**config.mk**
```make
export PLATFORM = sky130hd
export DESIGN_NAME = lpsd_core
export DESIGN_NICKNAME = d
export VERILOG_FILES = /design/src/verilog/lpsd_core.v
export VERILOG_INCLUDE_DIRS = /design/src /design/src/verilog
export SDC_FILE = /design/constraint.sdc
export NUM_CORES = 1
export LEC_CHECK = 0
export BUFFER_PORTS_ARGS = -buffer_cell sky130_fd_sc_hd__clkbuf_2
export CORE_MARGIN = 2
export CORE_UTILIZATION = 40
export DETAILED_ROUTE_END_ITERATION = 8
export MAX_ROUTING_LAYER = met4
export PLACE_DENSITY = 0.66
export SYNTH_ARGS = -nofsm -noshare
export SYNTH_HDL_FRONTEND = slang
export SYNTH_SLANG_ARGS = --single-unit
```
**constraint.sdc**
```tcl
create_clock -name clk -period 3.17 [get_ports clk]
set_input_delay 0.7925 -clock clk [delete_from_list [all_inputs] [get_ports clk]]
set_output_delay 0.7925 -clock clk [all_outputs]
set_load 0.03 [all_outputs]
```
**src/verilog/lpsd_defines.vh**
```
`ifndef LPSD_DEFINES_VH
`define LPSD_DEFINES_VH
// ----------------------------------------
// Command codes {ras_n, cas_n, we_n}
// ----------------------------------------
`define LPSD_CMD_NOP 3'h7
`define LPSD_CMD_ACT 3'h3
`define LPSD_CMD_RD 3'h5
`define LPSD_CMD_WR 3'h4
`define LPSD_CMD_PRE 3'h2
`define LPSD_CMD_BST 3'h6
`define LPSD_CMD_REF 3'h1
`define LPSD_CMD_MRS 3'h0
// ----------------------------------------
// Power / init states
// ----------------------------------------
`define LPSD_PW_UNINIT 3'h0
`define LPSD_PW_RUN 3'h1
`define LPSD_PW_APD 3'h2
`define LPSD_PW_PPD 3'h3
`define LPSD_PW_SREF 3'h4
`define LPSD_PW_DEEP 3'h5
// Bank states
`define LPSD_BK_IDLE 3'h0
`define LPSD_BK_ACTV 3'h1
`define LPSD_BK_OPEN 3'h2
`define LPSD_BK_RD 3'h3
`define LPSD_BK_WR 3'h4
`define LPSD_BK_PRE 3'h5
// ----------------------------------------
// Timing in cycles at 10 MHz (100 ns)
// ----------------------------------------
`define LPSD_CLK_NS 100
`define LPSD_TRP_NS 15
`define LPSD_ACT_TO_COL_TIME_NS 15
`define LPSD_TWR_NS 15
`define LPSD_REFRESH_CYCLE_TIME_NS 110
`define LPSD_MODE_LOAD_TIME_CK 2
`define LPSD_TRP_CK ((`LPSD_TRP_NS + `LPSD_CLK_NS - 1) / `LPSD_CLK_NS)
`define LPSD_ACT_TO_COL_TIME_CK ((`LPSD_ACT_TO_COL_TIME_NS + `LPSD_CLK_NS - 1) / `LPSD_CLK_NS)
`define LPSD_TWR_CK ((`LPSD_TWR_NS + `LPSD_CLK_NS - 1) / `LPSD_CLK_NS)
`define LPSD_REFRESH_CYCLE_TIME_CK ((`LPSD_REFRESH_CYCLE_TIME_NS + `LPSD_CLK_NS - 1) / `LPSD_CLK_NS)
`define LPSD_INIT_US 200
`define LPSD_INIT_CK (`LPSD_INIT_US * 1000 / `LPSD_CLK_NS)
// Burst length 4 gives half-burst of 2 cycles
`define LPSD_HALF_BL 2
`define LPSD_AP_BIT 10
// ----------------------------------------
// Synchroniser word {cke, cs_n, ras_n, cas_n, we_n, bank_addr, addr}
// ----------------------------------------
`define LPSD_PIN_W 20
`define LPSD_PIN_CKE 19
`define LPSD_PIN_SEL 18
`define LPSD_PIN_CMD 17:15
`define LPSD_PIN_BA 14:13
`define LPSD_TW 5
`endif

```
**src/verilog/lpsd_core.v**
```verilog
`include "lpsd_defines.vh"
`default_nettype none
// What this block does
// - Commands to other banks are taken while one bank is busy.
// - Idle after precharge time; row active after activate-to-column time.
// - Read auto precharge starts at the earliest legal precharge point.
// - Write auto precharge starts when write recovery ends.
// - Other-bank commands accepted during auto precharge.
// - Clock enable low twice holds state; low then high with NOP exits.
// - Clock enable falling enters power-down, self refresh or deep sleep.
// - Decision uses state before the edge and command at that edge.
// - Initialization with clock enable high or rising before first command.
// - Commands decoded from active-low select and strobes.
// - Burst stop acts on the latest read burst in any bank.
module lpsd_core #(
    parameter INIT_CYCLES = `LPSD_INIT_CK
) (
    input wire clk,
    input wire rstn,
    input wire cke,
    input wire cs_n,
    input wire ras_n,
    input wire cas_n,
    input wire we_n,
    input wire [1:0] bank_addr,
    input wire [12:0] addr,
    output reg [2:0] power_state,
    output reg ready,
    output wire [11:0] bank_states,
    output reg illegal_cmd,
    output reg read_burst_active,
    output reg write_burst_active
);
// ----------------------------------------
// Pin synchronisers
// ----------------------------------------
reg [`LPSD_PIN_W-1:0] pin_s1;
reg [`LPSD_PIN_W-1:0] pin_s2;
// All ones reads as deselect with clock enable high, so reset looks idle
always @(posedge clk or negedge rstn) begin
    if (!rstn) begin
        pin_s1 <= {`LPSD_PIN_W{1'b1}};
        pin_s2 <= {`LPSD_PIN_W{1'b1}};
    end else begin
        pin_s1 <= {cke, cs_n, ras_n, cas_n, we_n, bank_addr, addr};
        pin_s2 <= pin_s1;
    end
end
wire cke_now = pin_s2[`LPSD_PIN_CKE];
wire sel_n = pin_s2[`LPSD_PIN_SEL];
wire [2:0] code = pin_s2[`LPSD_PIN_CMD];
wire [1:0] ba = pin_s2[`LPSD_PIN_BA];
wire ap = pin_s2[`LPSD_AP_BIT];
// Cycle counts as integers, cut to counter width where loaded
localparam integer TRP_CK = `LPSD_TRP_CK;
localparam integer ACT_TO_COL_TIME_CK = `LPSD_ACT_TO_COL_TIME_CK;
localparam integer REFRESH_CYCLE_TIME_CK = `LPSD_REFRESH_CYCLE_TIME_CK;
localparam integer MODE_LOAD_TIME_CK = `LPSD_MODE_LOAD_TIME_CK;
localparam integer RD_HOLD = `LPSD_HALF_BL;
localparam integer WR_HOLD = `LPSD_HALF_BL + `LPSD_TWR_CK;
reg cke_prev;
function [2:0] lpsd_dec;
    input s_n;
    input [2:0] c;
    begin
        lpsd_dec = s_n ? `LPSD_CMD_NOP : c;
    end
endfunction
wire [2:0] cmd = lpsd_dec(sel_n, code);
wire is_nop = (cmd == `LPSD_CMD_NOP);
wire run_edge = cke_prev && cke_now && (power_state == `LPSD_PW_RUN);
// ----------------------------------------
// Init sequence tracking
// ----------------------------------------
reg [15:0] init_cnt;
reg [1:0] ref_seen;
reg mrs_std;
reg mrs_ext;
reg init_pre_done;
reg [2:0] next_power;
reg all_idle;
integer k;
always @* begin
    all_idle = 1'b1;
    for (k = 0; k < 4; k = k + 1) begin
        if (bank_states[k*3 +: 3] != `LPSD_BK_IDLE)
            all_idle = 1'b0;
    end
end
reg [5:0] glob_cnt;
wire glob_busy = (glob_cnt != 6'h00);
// decided from the state before this edge
always @* begin
    next_power = power_state;
    case (power_state)
        `LPSD_PW_RUN: begin
            if (cke_prev && !cke_now) begin
                if (!all_idle && is_nop)
                    next_power = `LPSD_PW_APD;
                else if (all_idle && is_nop)
                    next_power = `LPSD_PW_PPD;
                else if (all_idle && cmd == `LPSD_CMD_REF)
                    next_power = `LPSD_PW_SREF;
                else if (all_idle && cmd == `LPSD_CMD_BST)
                    next_power = `LPSD_PW_DEEP;
            end
        end
        `LPSD_PW_APD, `LPSD_PW_PPD, `LPSD_PW_SREF: begin
            if (!cke_prev && cke_now && is_nop)
                next_power = `LPSD_PW_RUN;
        end
        `LPSD_PW_DEEP: begin
            // Mode registers are lost, so a fresh init follows
            if (!cke_prev && cke_now && is_nop)
                next_power = `LPSD_PW_UNINIT;
        end
        `LPSD_PW_UNINIT: begin
            if (mrs_std && mrs_ext && !glob_busy)
                next_power = `LPSD_PW_RUN;
        end
        default: next_power = `LPSD_PW_UNINIT;
    endcase
end
always @(posedge clk or negedge rstn) begin
    if (!rstn) begin
        cke_prev <= 1'b0;
        power_state <= `LPSD_PW_UNINIT;
        ready <= 1'b0;
        init_cnt <= 16'h0000;
        ref_seen <= 2'h0;
        mrs_std <= 1'b0;
        mrs_ext <= 1'b0;
        init_pre_done <= 1'b0;
        glob_cnt <= 6'h00;
        illegal_cmd <= 1'b0;
    end else begin
        cke_prev <= cke_now;
        power_state <= next_power;
        ready <= (next_power == `LPSD_PW_RUN);
        illegal_cmd <= 1'b0;
        if (glob_busy)
            glob_cnt <= glob_cnt - 6'h01;
        if (power_state == `LPSD_PW_DEEP) begin
            init_cnt <= 16'h0000;
            ref_seen <= 2'h0;
            mrs_std <= 1'b0;
            mrs_ext <= 1'b0;
            init_pre_done <= 1'b0;
        end else if (power_state == `LPSD_PW_UNINIT && cke_now) begin
            // counting starts once clock enable is high
            if (init_cnt != INIT_CYCLES[15:0])
                init_cnt <= init_cnt + 16'h0001;
            if (!is_nop && (init_cnt != INIT_CYCLES[15:0] || glob_busy))
                illegal_cmd <= 1'b1;
            else if (cmd == `LPSD_CMD_PRE && ap) begin
                init_pre_done <= 1'b1;
                glob_cnt <= TRP_CK[5:0];
            end else if (cmd == `LPSD_CMD_REF && init_pre_done) begin
                if (ref_seen != 2'h2)
                    ref_seen <= ref_seen + 2'h1;
                glob_cnt <= REFRESH_CYCLE_TIME_CK[5:0];
            end else if (cmd == `LPSD_CMD_MRS && ref_seen == 2'h2) begin
                if (ba[1])
                    mrs_ext <= 1'b1;
                else
                    mrs_std <= 1'b1;
                glob_cnt <= MODE_LOAD_TIME_CK[5:0];
            end else if (!is_nop)
                illegal_cmd <= 1'b1;
        end else if (run_edge) begin
            if ((cmd == `LPSD_CMD_REF) || (cmd == `LPSD_CMD_MRS)) begin
                if (!all_idle || glob_busy)
                    illegal_cmd <= 1'b1;
                glob_cnt <= (cmd == `LPSD_CMD_REF) ?
                    REFRESH_CYCLE_TIME_CK[5:0] : MODE_LOAD_TIME_CK[5:0];
            end else if (!is_nop && glob_busy)
                illegal_cmd <= 1'b1;
        end
    end
end
// ----------------------------------------
// Per-bank state and timers
// ----------------------------------------
reg [1:0] last_rd_bank;
reg last_rd_live;
genvar g;
generate
for (g = 0; g < 4; g = g + 1) begin : bank
    reg [2:0] st;
    reg [4:0] tmr;
    reg auto_pre;
    localparam integer BANK_NUM = g;
    wire hit = run_edge && (ba == BANK_NUM[1:0]) && !glob_busy;
    // A finished burst must not reopen its bank on a late burst stop
    wire stop = run_edge && cmd == `LPSD_CMD_BST && last_rd_live &&
        last_rd_bank == BANK_NUM[1:0] && st == `LPSD_BK_RD;
    always @(posedge clk or negedge rstn) begin
        if (!rstn) begin
            st <= `LPSD_BK_IDLE;
            tmr <= 5'h00;
            auto_pre <= 1'b0;
        end else if (run_edge && cmd == `LPSD_CMD_PRE && ap) begin
            st <= `LPSD_BK_PRE;
            tmr <= TRP_CK[4:0];
            auto_pre <= 1'b0;
        end else if (stop) begin
            st <= `LPSD_BK_OPEN;
            tmr <= 5'h00;
        end else if (hit && cmd == `LPSD_CMD_ACT &&
                st == `LPSD_BK_IDLE) begin
            st <= `LPSD_BK_ACTV;
            tmr <= ACT_TO_COL_TIME_CK[4:0];
        end else if (hit && (cmd == `LPSD_CMD_RD ||
                cmd == `LPSD_CMD_WR) && st != `LPSD_BK_IDLE &&
                st != `LPSD_BK_ACTV && st != `LPSD_BK_PRE) begin
            st <= (cmd == `LPSD_CMD_RD) ? `LPSD_BK_RD : `LPSD_BK_WR;
            // read precharge at burst end; write adds recovery
            tmr <= (cmd == `LPSD_CMD_RD) ? RD_HOLD[4:0] :
                WR_HOLD[4:0];
            auto_pre <= ap;
        end else if (hit && cmd == `LPSD_CMD_PRE &&
                st != `LPSD_BK_ACTV) begin
            st <= `LPSD_BK_PRE;
            tmr <= TRP_CK[4:0];
        end else if (tmr > 5'h01) begin
            tmr <= tmr - 5'h01;
        end else if (tmr == 5'h01) begin
            tmr <= 5'h00;
            case (st)
                `LPSD_BK_PRE: st <= `LPSD_BK_IDLE;
                `LPSD_BK_ACTV: st <= `LPSD_BK_OPEN;
                `LPSD_BK_RD, `LPSD_BK_WR: begin
                    if (auto_pre) begin
                        st <= `LPSD_BK_PRE;
                        tmr <= TRP_CK[4:0];
                        auto_pre <= 1'b0;
                    end else
                        st <= `LPSD_BK_OPEN;
                end
                default: st <= st;
            endcase
        end
    end
    assign bank_states[g*3 +: 3] = st;
end
endgenerate
always @(posedge clk or negedge rstn) begin
    if (!rstn) begin
        last_rd_bank <= 2'h0;
        last_rd_live <= 1'b0;
        read_burst_active <= 1'b0;
        write_burst_active <= 1'b0;
    end else begin
        if (run_edge && cmd == `LPSD_CMD_RD && !glob_busy) begin
            last_rd_bank <= ba;
            last_rd_live <= 1'b1;
        end else if (run_edge && cmd == `LPSD_CMD_BST)
            last_rd_live <= 1'b0;
        read_burst_active <= (bank_states[2:0] == `LPSD_BK_RD) ||
            (bank_states[5:3] == `LPSD_BK_RD) ||
            (bank_states[8:6] == `LPSD_BK_RD) ||
            (bank_states[11:9] == `LPSD_BK_RD);
        write_burst_active <= (bank_states[2:0] == `LPSD_BK_WR) ||
            (bank_states[5:3] == `LPSD_BK_WR) ||
            (bank_states[8:6] == `LPSD_BK_WR) ||
            (bank_states[11:9] == `LPSD_BK_WR);
    end
end
endmodule
`default_nettype wire

```
Word level (Yosys, flattened, before mapping)
Index checks and enable logic that the tools add are counted.
- output and inout port bits: 19
- bits in registers: 114
- logic and storage cells: 427
- memories kept: 0
- bits of input ports: 22
- bits in writable memories: 0
- ROM bits: 0
- bits in latches: 0
- add/subtract/negate cells: 7
- shift operators: 0
- muxes and demuxes: 169
- divide/modulo/power cells: 0
- bitwise gates (word level): 0
- $mul: 0
- reductions and logical operators: 145
- $lt $le $gt $ge: 4
- eq/ne operators: 74
- operators by type and width (cell ; number):
    $mux 5 ; 28
    $mux 3 ; 42
    $mux 1 ; 76
    $logic_and 1x1->1 ; 71
    $mux 6 ; 9
    $mux 16 ; 3
    $eq 3x3->1 const B ; 14
    $ne 3x3->1 const B ; 12
    $pmux 3 s3 ; 4
    $reduce_and 6->1 ; 6
    $reduce_bool 3->1 ; 12
    $reduce_bool 8->1 ; 4
    $reduce_bool 6->1 ; 5
    $reduce_bool 7->1 ; 4
    $eq 3x2->1 const B ; 8
    $ne 6x6->1 const B ; 4
    $eq 3x1->1 const B ; 7
    $eq 5x1->1 const B ; 4
    $gt 5x1->1 const B ; 4
    $sub 5x1->5 const B ; 4
    $logic_not 3->1 ; 6
    $add 16x1->16 const B ; 1
    $ne 16x11->1 const B ; 1
    $ne 2x2->1 const B ; 8
    17 further kinds ; 62

Longest topological paths before layout
- depth after elaboration: 13
- gate-level depth with buffers: 10
- depth with buffers taken out: 8

Least setup slack after synthesis
No wires, ideal clock.
- kind: register -> register
- start: register power_state[0]
- end: register bank[1].st[0]
- setup slack: 0.911 ns
- stages on the path, launching flop included: 8
- arrival: 2.133 ns
- path buffers: 2
- library setup time: 0.126 ns
- required time: 3.044 ns
- clock period less this slack: 2.259 ns
- cell sequence: dfrtp_1 -> buf_4 -> nor3b_4 -> nand4_1 -> or4_1 -> clkbuf_1 -> and3_1 -> a311o_1
- longest elaborated chain between the ends: 12
- elaborated cells on any way between the ends: 27
- classes of those cells: eq/ne: 2; mux: 5; reduce/logical: 20
- ends and longest elaborated chain (item ; RTL line ; text):
    from (decl) ; lpsd_core.v:27 ; output reg [2:0] power_state,
    from (signal assigned) ; lpsd_core.v:127 ; power_state <= `LPSD_PW_UNINIT;
    from (signal assigned) ; lpsd_core.v:138 ; power_state <= next_power;
    $eq 3x1->1 * ; - ;
    $logic_and 1x1->1 * ; lpsd_core.v:71 ; wire run_edge = cke_prev && cke_now && (power_state == `LPSD_PW_RUN);
    $logic_and 1x1->1 (2 in a row) ; lpsd_core.v:193 ; wire hit = run_edge && (ba == BANK_NUM[1:0]) && !glob_busy;
    $logic_and 1x1->1 ; lpsd_core.v:213 ; end else if (hit && (cmd == `LPSD_CMD_RD ||
    $logic_and 1x1->1 (no source line) (3 in a row) ; - ;
    $mux 3 ; lpsd_core.v:213 ;
    $mux 3 ; lpsd_core.v:209 ; end else if (hit && cmd == `LPSD_CMD_ACT &&
    $mux 3 ; lpsd_core.v:206 ; end else if (stop) begin
    $mux 3 ; lpsd_core.v:202 ; end else if (run_edge && cmd == `LPSD_CMD_PRE && ap) begin
    to (signal assigned) ; lpsd_core.v:203 ; st <= `LPSD_BK_PRE;
    to (signal assigned) ; lpsd_core.v:207 ; st <= `LPSD_BK_OPEN;
    to (signal assigned) ; lpsd_core.v:211 ; st <= `LPSD_BK_ACTV;
    to (decl) ; lpsd_core.v:189 ; reg [2:0] st;
Every way passes the cells marked *; elsewhere a longest branch is shown, timed or not.
A chain may end at the register's enable or synchronous reset.

Worst setup path in the final report
- start: register power_state[0]
- end: register bank[0].st[0]
- longest elaborated chain between the ends: 12
- elaborated cells on any way between the ends: 27
- classes of those cells: eq/ne: 2; mux: 5; reduce/logical: 20
- ends and longest elaborated chain (item ; RTL line):
    $eq 3x1->1 * ; -
    $logic_and 1x1->1 * ; lpsd_core.v:71
    $logic_and 1x1->1 (2 in a row) ; lpsd_core.v:193
    $logic_and 1x1->1 ; lpsd_core.v:213
    $logic_and 1x1->1 (no source line) (3 in a row) ; -
    $mux 3 ; lpsd_core.v:213
    $mux 3 ; lpsd_core.v:209
    $mux 3 ; lpsd_core.v:206
    $mux 3 ; lpsd_core.v:202
    to (signal assigned) ; lpsd_core.v:203
    to (signal assigned) ; lpsd_core.v:207
    to (signal assigned) ; lpsd_core.v:211
    to (decl) ; lpsd_core.v:189
Marks and branches as above.

==> flow_summary.yaml <==
run_status:
  outcome: "completed"
sta:
  finalClockSkew_ps: 5.63
  slew_headroom_pct: 54.2
  tightest_slew_ps: 682
  fmax_mhz: 373
  fin_tns_setup_ps: 0
  hold_viol_final: 0
  finalSetupViolations: 0
  fin_crit_sh_pct: 84.6
  post-route-min-period_ps: 2680
  slew_viol_final: 0
  rsz0062_at_grt: "false"
detailed_routing:
  drt_iter0_drc: 297
  m1WireLength_um: 5320
  met3WireLength_um: 665
  avgRoutedWirePerCell_um: 15.2
  ant_nets: 0
  drcViolationCount: 0
  vias: 4464
  firstDrtPassIters: 6
  top_layer: "met4"
  via_per_inst: 5.66
  wl_met2_um: 5770
  routed_wl_um: 12000
global_routing:
  grt_start_max_net_pins: 55
  overflow: 0
  grt_first_pass_wirelength_um: 20500
  grt_pass1_vias: 4289
  track_usage_pct: 18.5
  antenna_found_initial: 0
synthesis:
  synth_compound_area_share_pct: 16.1
  ys_seq_area_share_pct: 43.0
  async_flop_share_pct: 100
  yosys.area_share.simple_pct: 29.1
  synth_top_area_share_pct: 35.0
  synth_area_leaders: "dfrtp_1 (35%), dfstp_2 (8.0%), nand2_1 (4.1%)"
  synth_area_sq_mm: 0.00528
  synthesis.nets: 621
  synthAdderAreaFrac_pct: 3.08
  synth_xor_area_share_pct: 3.81
  synth_largest_area_cell: "dfrtp_1"
  synth_top_family_by_area: "simple AND/OR/NAND/NOR gates"
  synth_ff_type: "dfrtp_1"
  syn_area_per_cell_sq_um: 9.02
  synthMuxAreaShare_pct: 1.23
  synth-edff-count: 0
  ys_ff_latch: 90
  syn_inst: 586
  yosysWarnings: 0
  synth_cell_types: 72
die:
  fp.dieH_um: 119
  die_x_um: 119
  core_sq_mm: 0.0128
  num_rows: 41
  io_pins: 41
  fp.dieArea_sq_mm: 0.0141
  start_util_pct: 41.4
worst_setup_path:
  critPathLaunchType: "flip-flop"
  worst-path-max-fanout: 19
  critPathRequiredTime_ps: 3410
  arrival_ps: 2920
  cp-end-kind: "flip-flop"
  worstSetupPathType: "reg -> reg"
flow_run:
  maxCapViolations: 0
power:
  internal_power_mw: 2.08
  clkPwrFrac_pct: 34.8
  p_leak_nw: 2.57
  p_seq_share_pct: 47.1
  vdd_drop_max_mv: 0.429
  p_sw_uw: 891
  switching_share_pct: 30.0
  p_per_area_mw_per_mm2: 505
  combPwrFrac_pct: 18.1
min_path:
  hp-class: "reg -> reg"
finish:
  num_antenna_cells: 0
  final_common_cell: "dfrtp_1"
  nets: 646
  final_cell_mix: "dfrtp_1 (74), nand2_1 (58), nor2_1 (53)"
  area_growth_pct: 11.3
  drive_gt1_share_pct: 13.8
  finalInstanceArea_sq_mm: 0.00588
clock_network:
  cts_resized: 0
  cts_setup_buffers: 0
  cts-root-buf: "clkbuf_16"
  clock_path_buffers: 2
  cts_tree: "built"
  cts_buffers: 9
  insertion_delay_ps: 350
  hold_buffers: 0
  cts_max_level: 3
  clock_sinks: 90
  clkTransAtPathRegs_ps: 60
placed_design:
  dp_hpwl_um: 8700
  gp_routability_congestion: 0.902
  io_buffer_count: 28
  placed_area_sq_mm: 0.00559
==> kinds of logic after synthesis <==
group                      Yosys count
AOI/OAI and AO/OA                  132
xor gates and xnor gates            23
adders and majority gates           13
buffers and inverters               46
muxes                                6
DFF                                 90
and+or+nand+nor                    276
==> final cells by class <==
cell class                 instances  area (sq um)
fill                            1196          6890
multi-input combinational        450          2820
sequential                        90          2270
clock buffer                      10           239
tap                              172           215
timing repair buffer              32           185
inverter                          28           105
clock inverter                     6          47.5
==> stage by stage <==
stage	power, mW	utilization (%)	cells	worst slack [ps]	hold WS, ps
floorplan	1.81	-	586	911	345
global placement	1.93	43.8	772	589	346
detailed placement	1.96	43.8	772	519	347
CTS	3.00	46.0	788	518	356
global route	3.15	46.0	788	261	359
finish	2.97	46.0	788	489	355
==> power by group through the flow <==
| stage | clock network (mW) | registers [mW] | logic, mW |
|---|---|---|---|
| after global placement | 0 | 1.41 | 0.520 |
| after global routing | 1.12 | 1.41 | 0.615 |
| after detailed placement | 0 | 1.42 | 0.541 |
| final | 1.03 | 1.40 | 0.539 |
| after CTS | 1.06 | 1.40 | 0.546 |
| after floorplan | 0 | 1.38 | 0.425 |
==> state kept, by name, indices dropped and copies added (netlist names) <==
| signal | cells |
|---|---|
| read_burst_active | 1 |
| mrs_std | 1 |
| bank.st | 12 |
| write_burst_active | 1 |
| cke_prev | 1 |
| last_rd_bank | 2 |
| ref_seen | 2 |
| illegal_cmd | 1 |
| bank.tmr | 20 |
| mrs_ext | 1 |
| init_cnt | 16 |
| pin_s2 | 8 |
| ready | 1 |
| init_pre_done | 1 |
| glob_cnt | 6 |
| power_state | 3 |
| bank.auto_pre | 4 |
| pin_s1 | 8 |
| last_rd_live | 1 |
==> Yosys cell counts, types with 6 or more instances <==
library cell   n
a21oi_1       29
a31oi_1        7
clkbuf_1       7
dfrtp_1       74
dfstp_2       16
ha_1          13
inv_1         27
nand2_1       58
nand2b_1      12
nand3_1       22
nand3b_1       6
nand4_1       14
nor2_1        53
nor2b_1       13
nor3_1        25
nor3b_1        8
nor4_1        10
o21a_1         9
o21ai_0       37
or3_1         14
xnor2_1       17
xor2_1         6
==> routing by layer <==
layer	up-vias	track usage [%]
li1	2168	-
met1	2169	22.4
met2	106	29.5
met3	21	4.50
met4	0	7.66
met5	-	-
==> final timing paths <==
kind	start	slack, ps	cells after the start	to
worst max-delay path	power_state[0]	490	6	bank[0].st[0]
worst min-delay path	pin_s1[17]	350	0	pin_s2[17]
worst max register to register	power_state[0]	490	6	bank[0].st[0]
worst min register to register	pin_s1[17]	350	0	pin_s2[17]
max in group asynchronous	rstn	2000	2	pin_s2[10]
min in group asynchronous	rstn	470	1	bank[0].tmr[3]
==> critical path, cell delays in order, from the launching register on <==
cell	delay, ps
dfrtp_1	550
nor3b_4	360
and4_1	680
nand4_1	330
nand2_1	280
nor2_1	80
a211o_1	290
(Power assumes the default switching activity.)
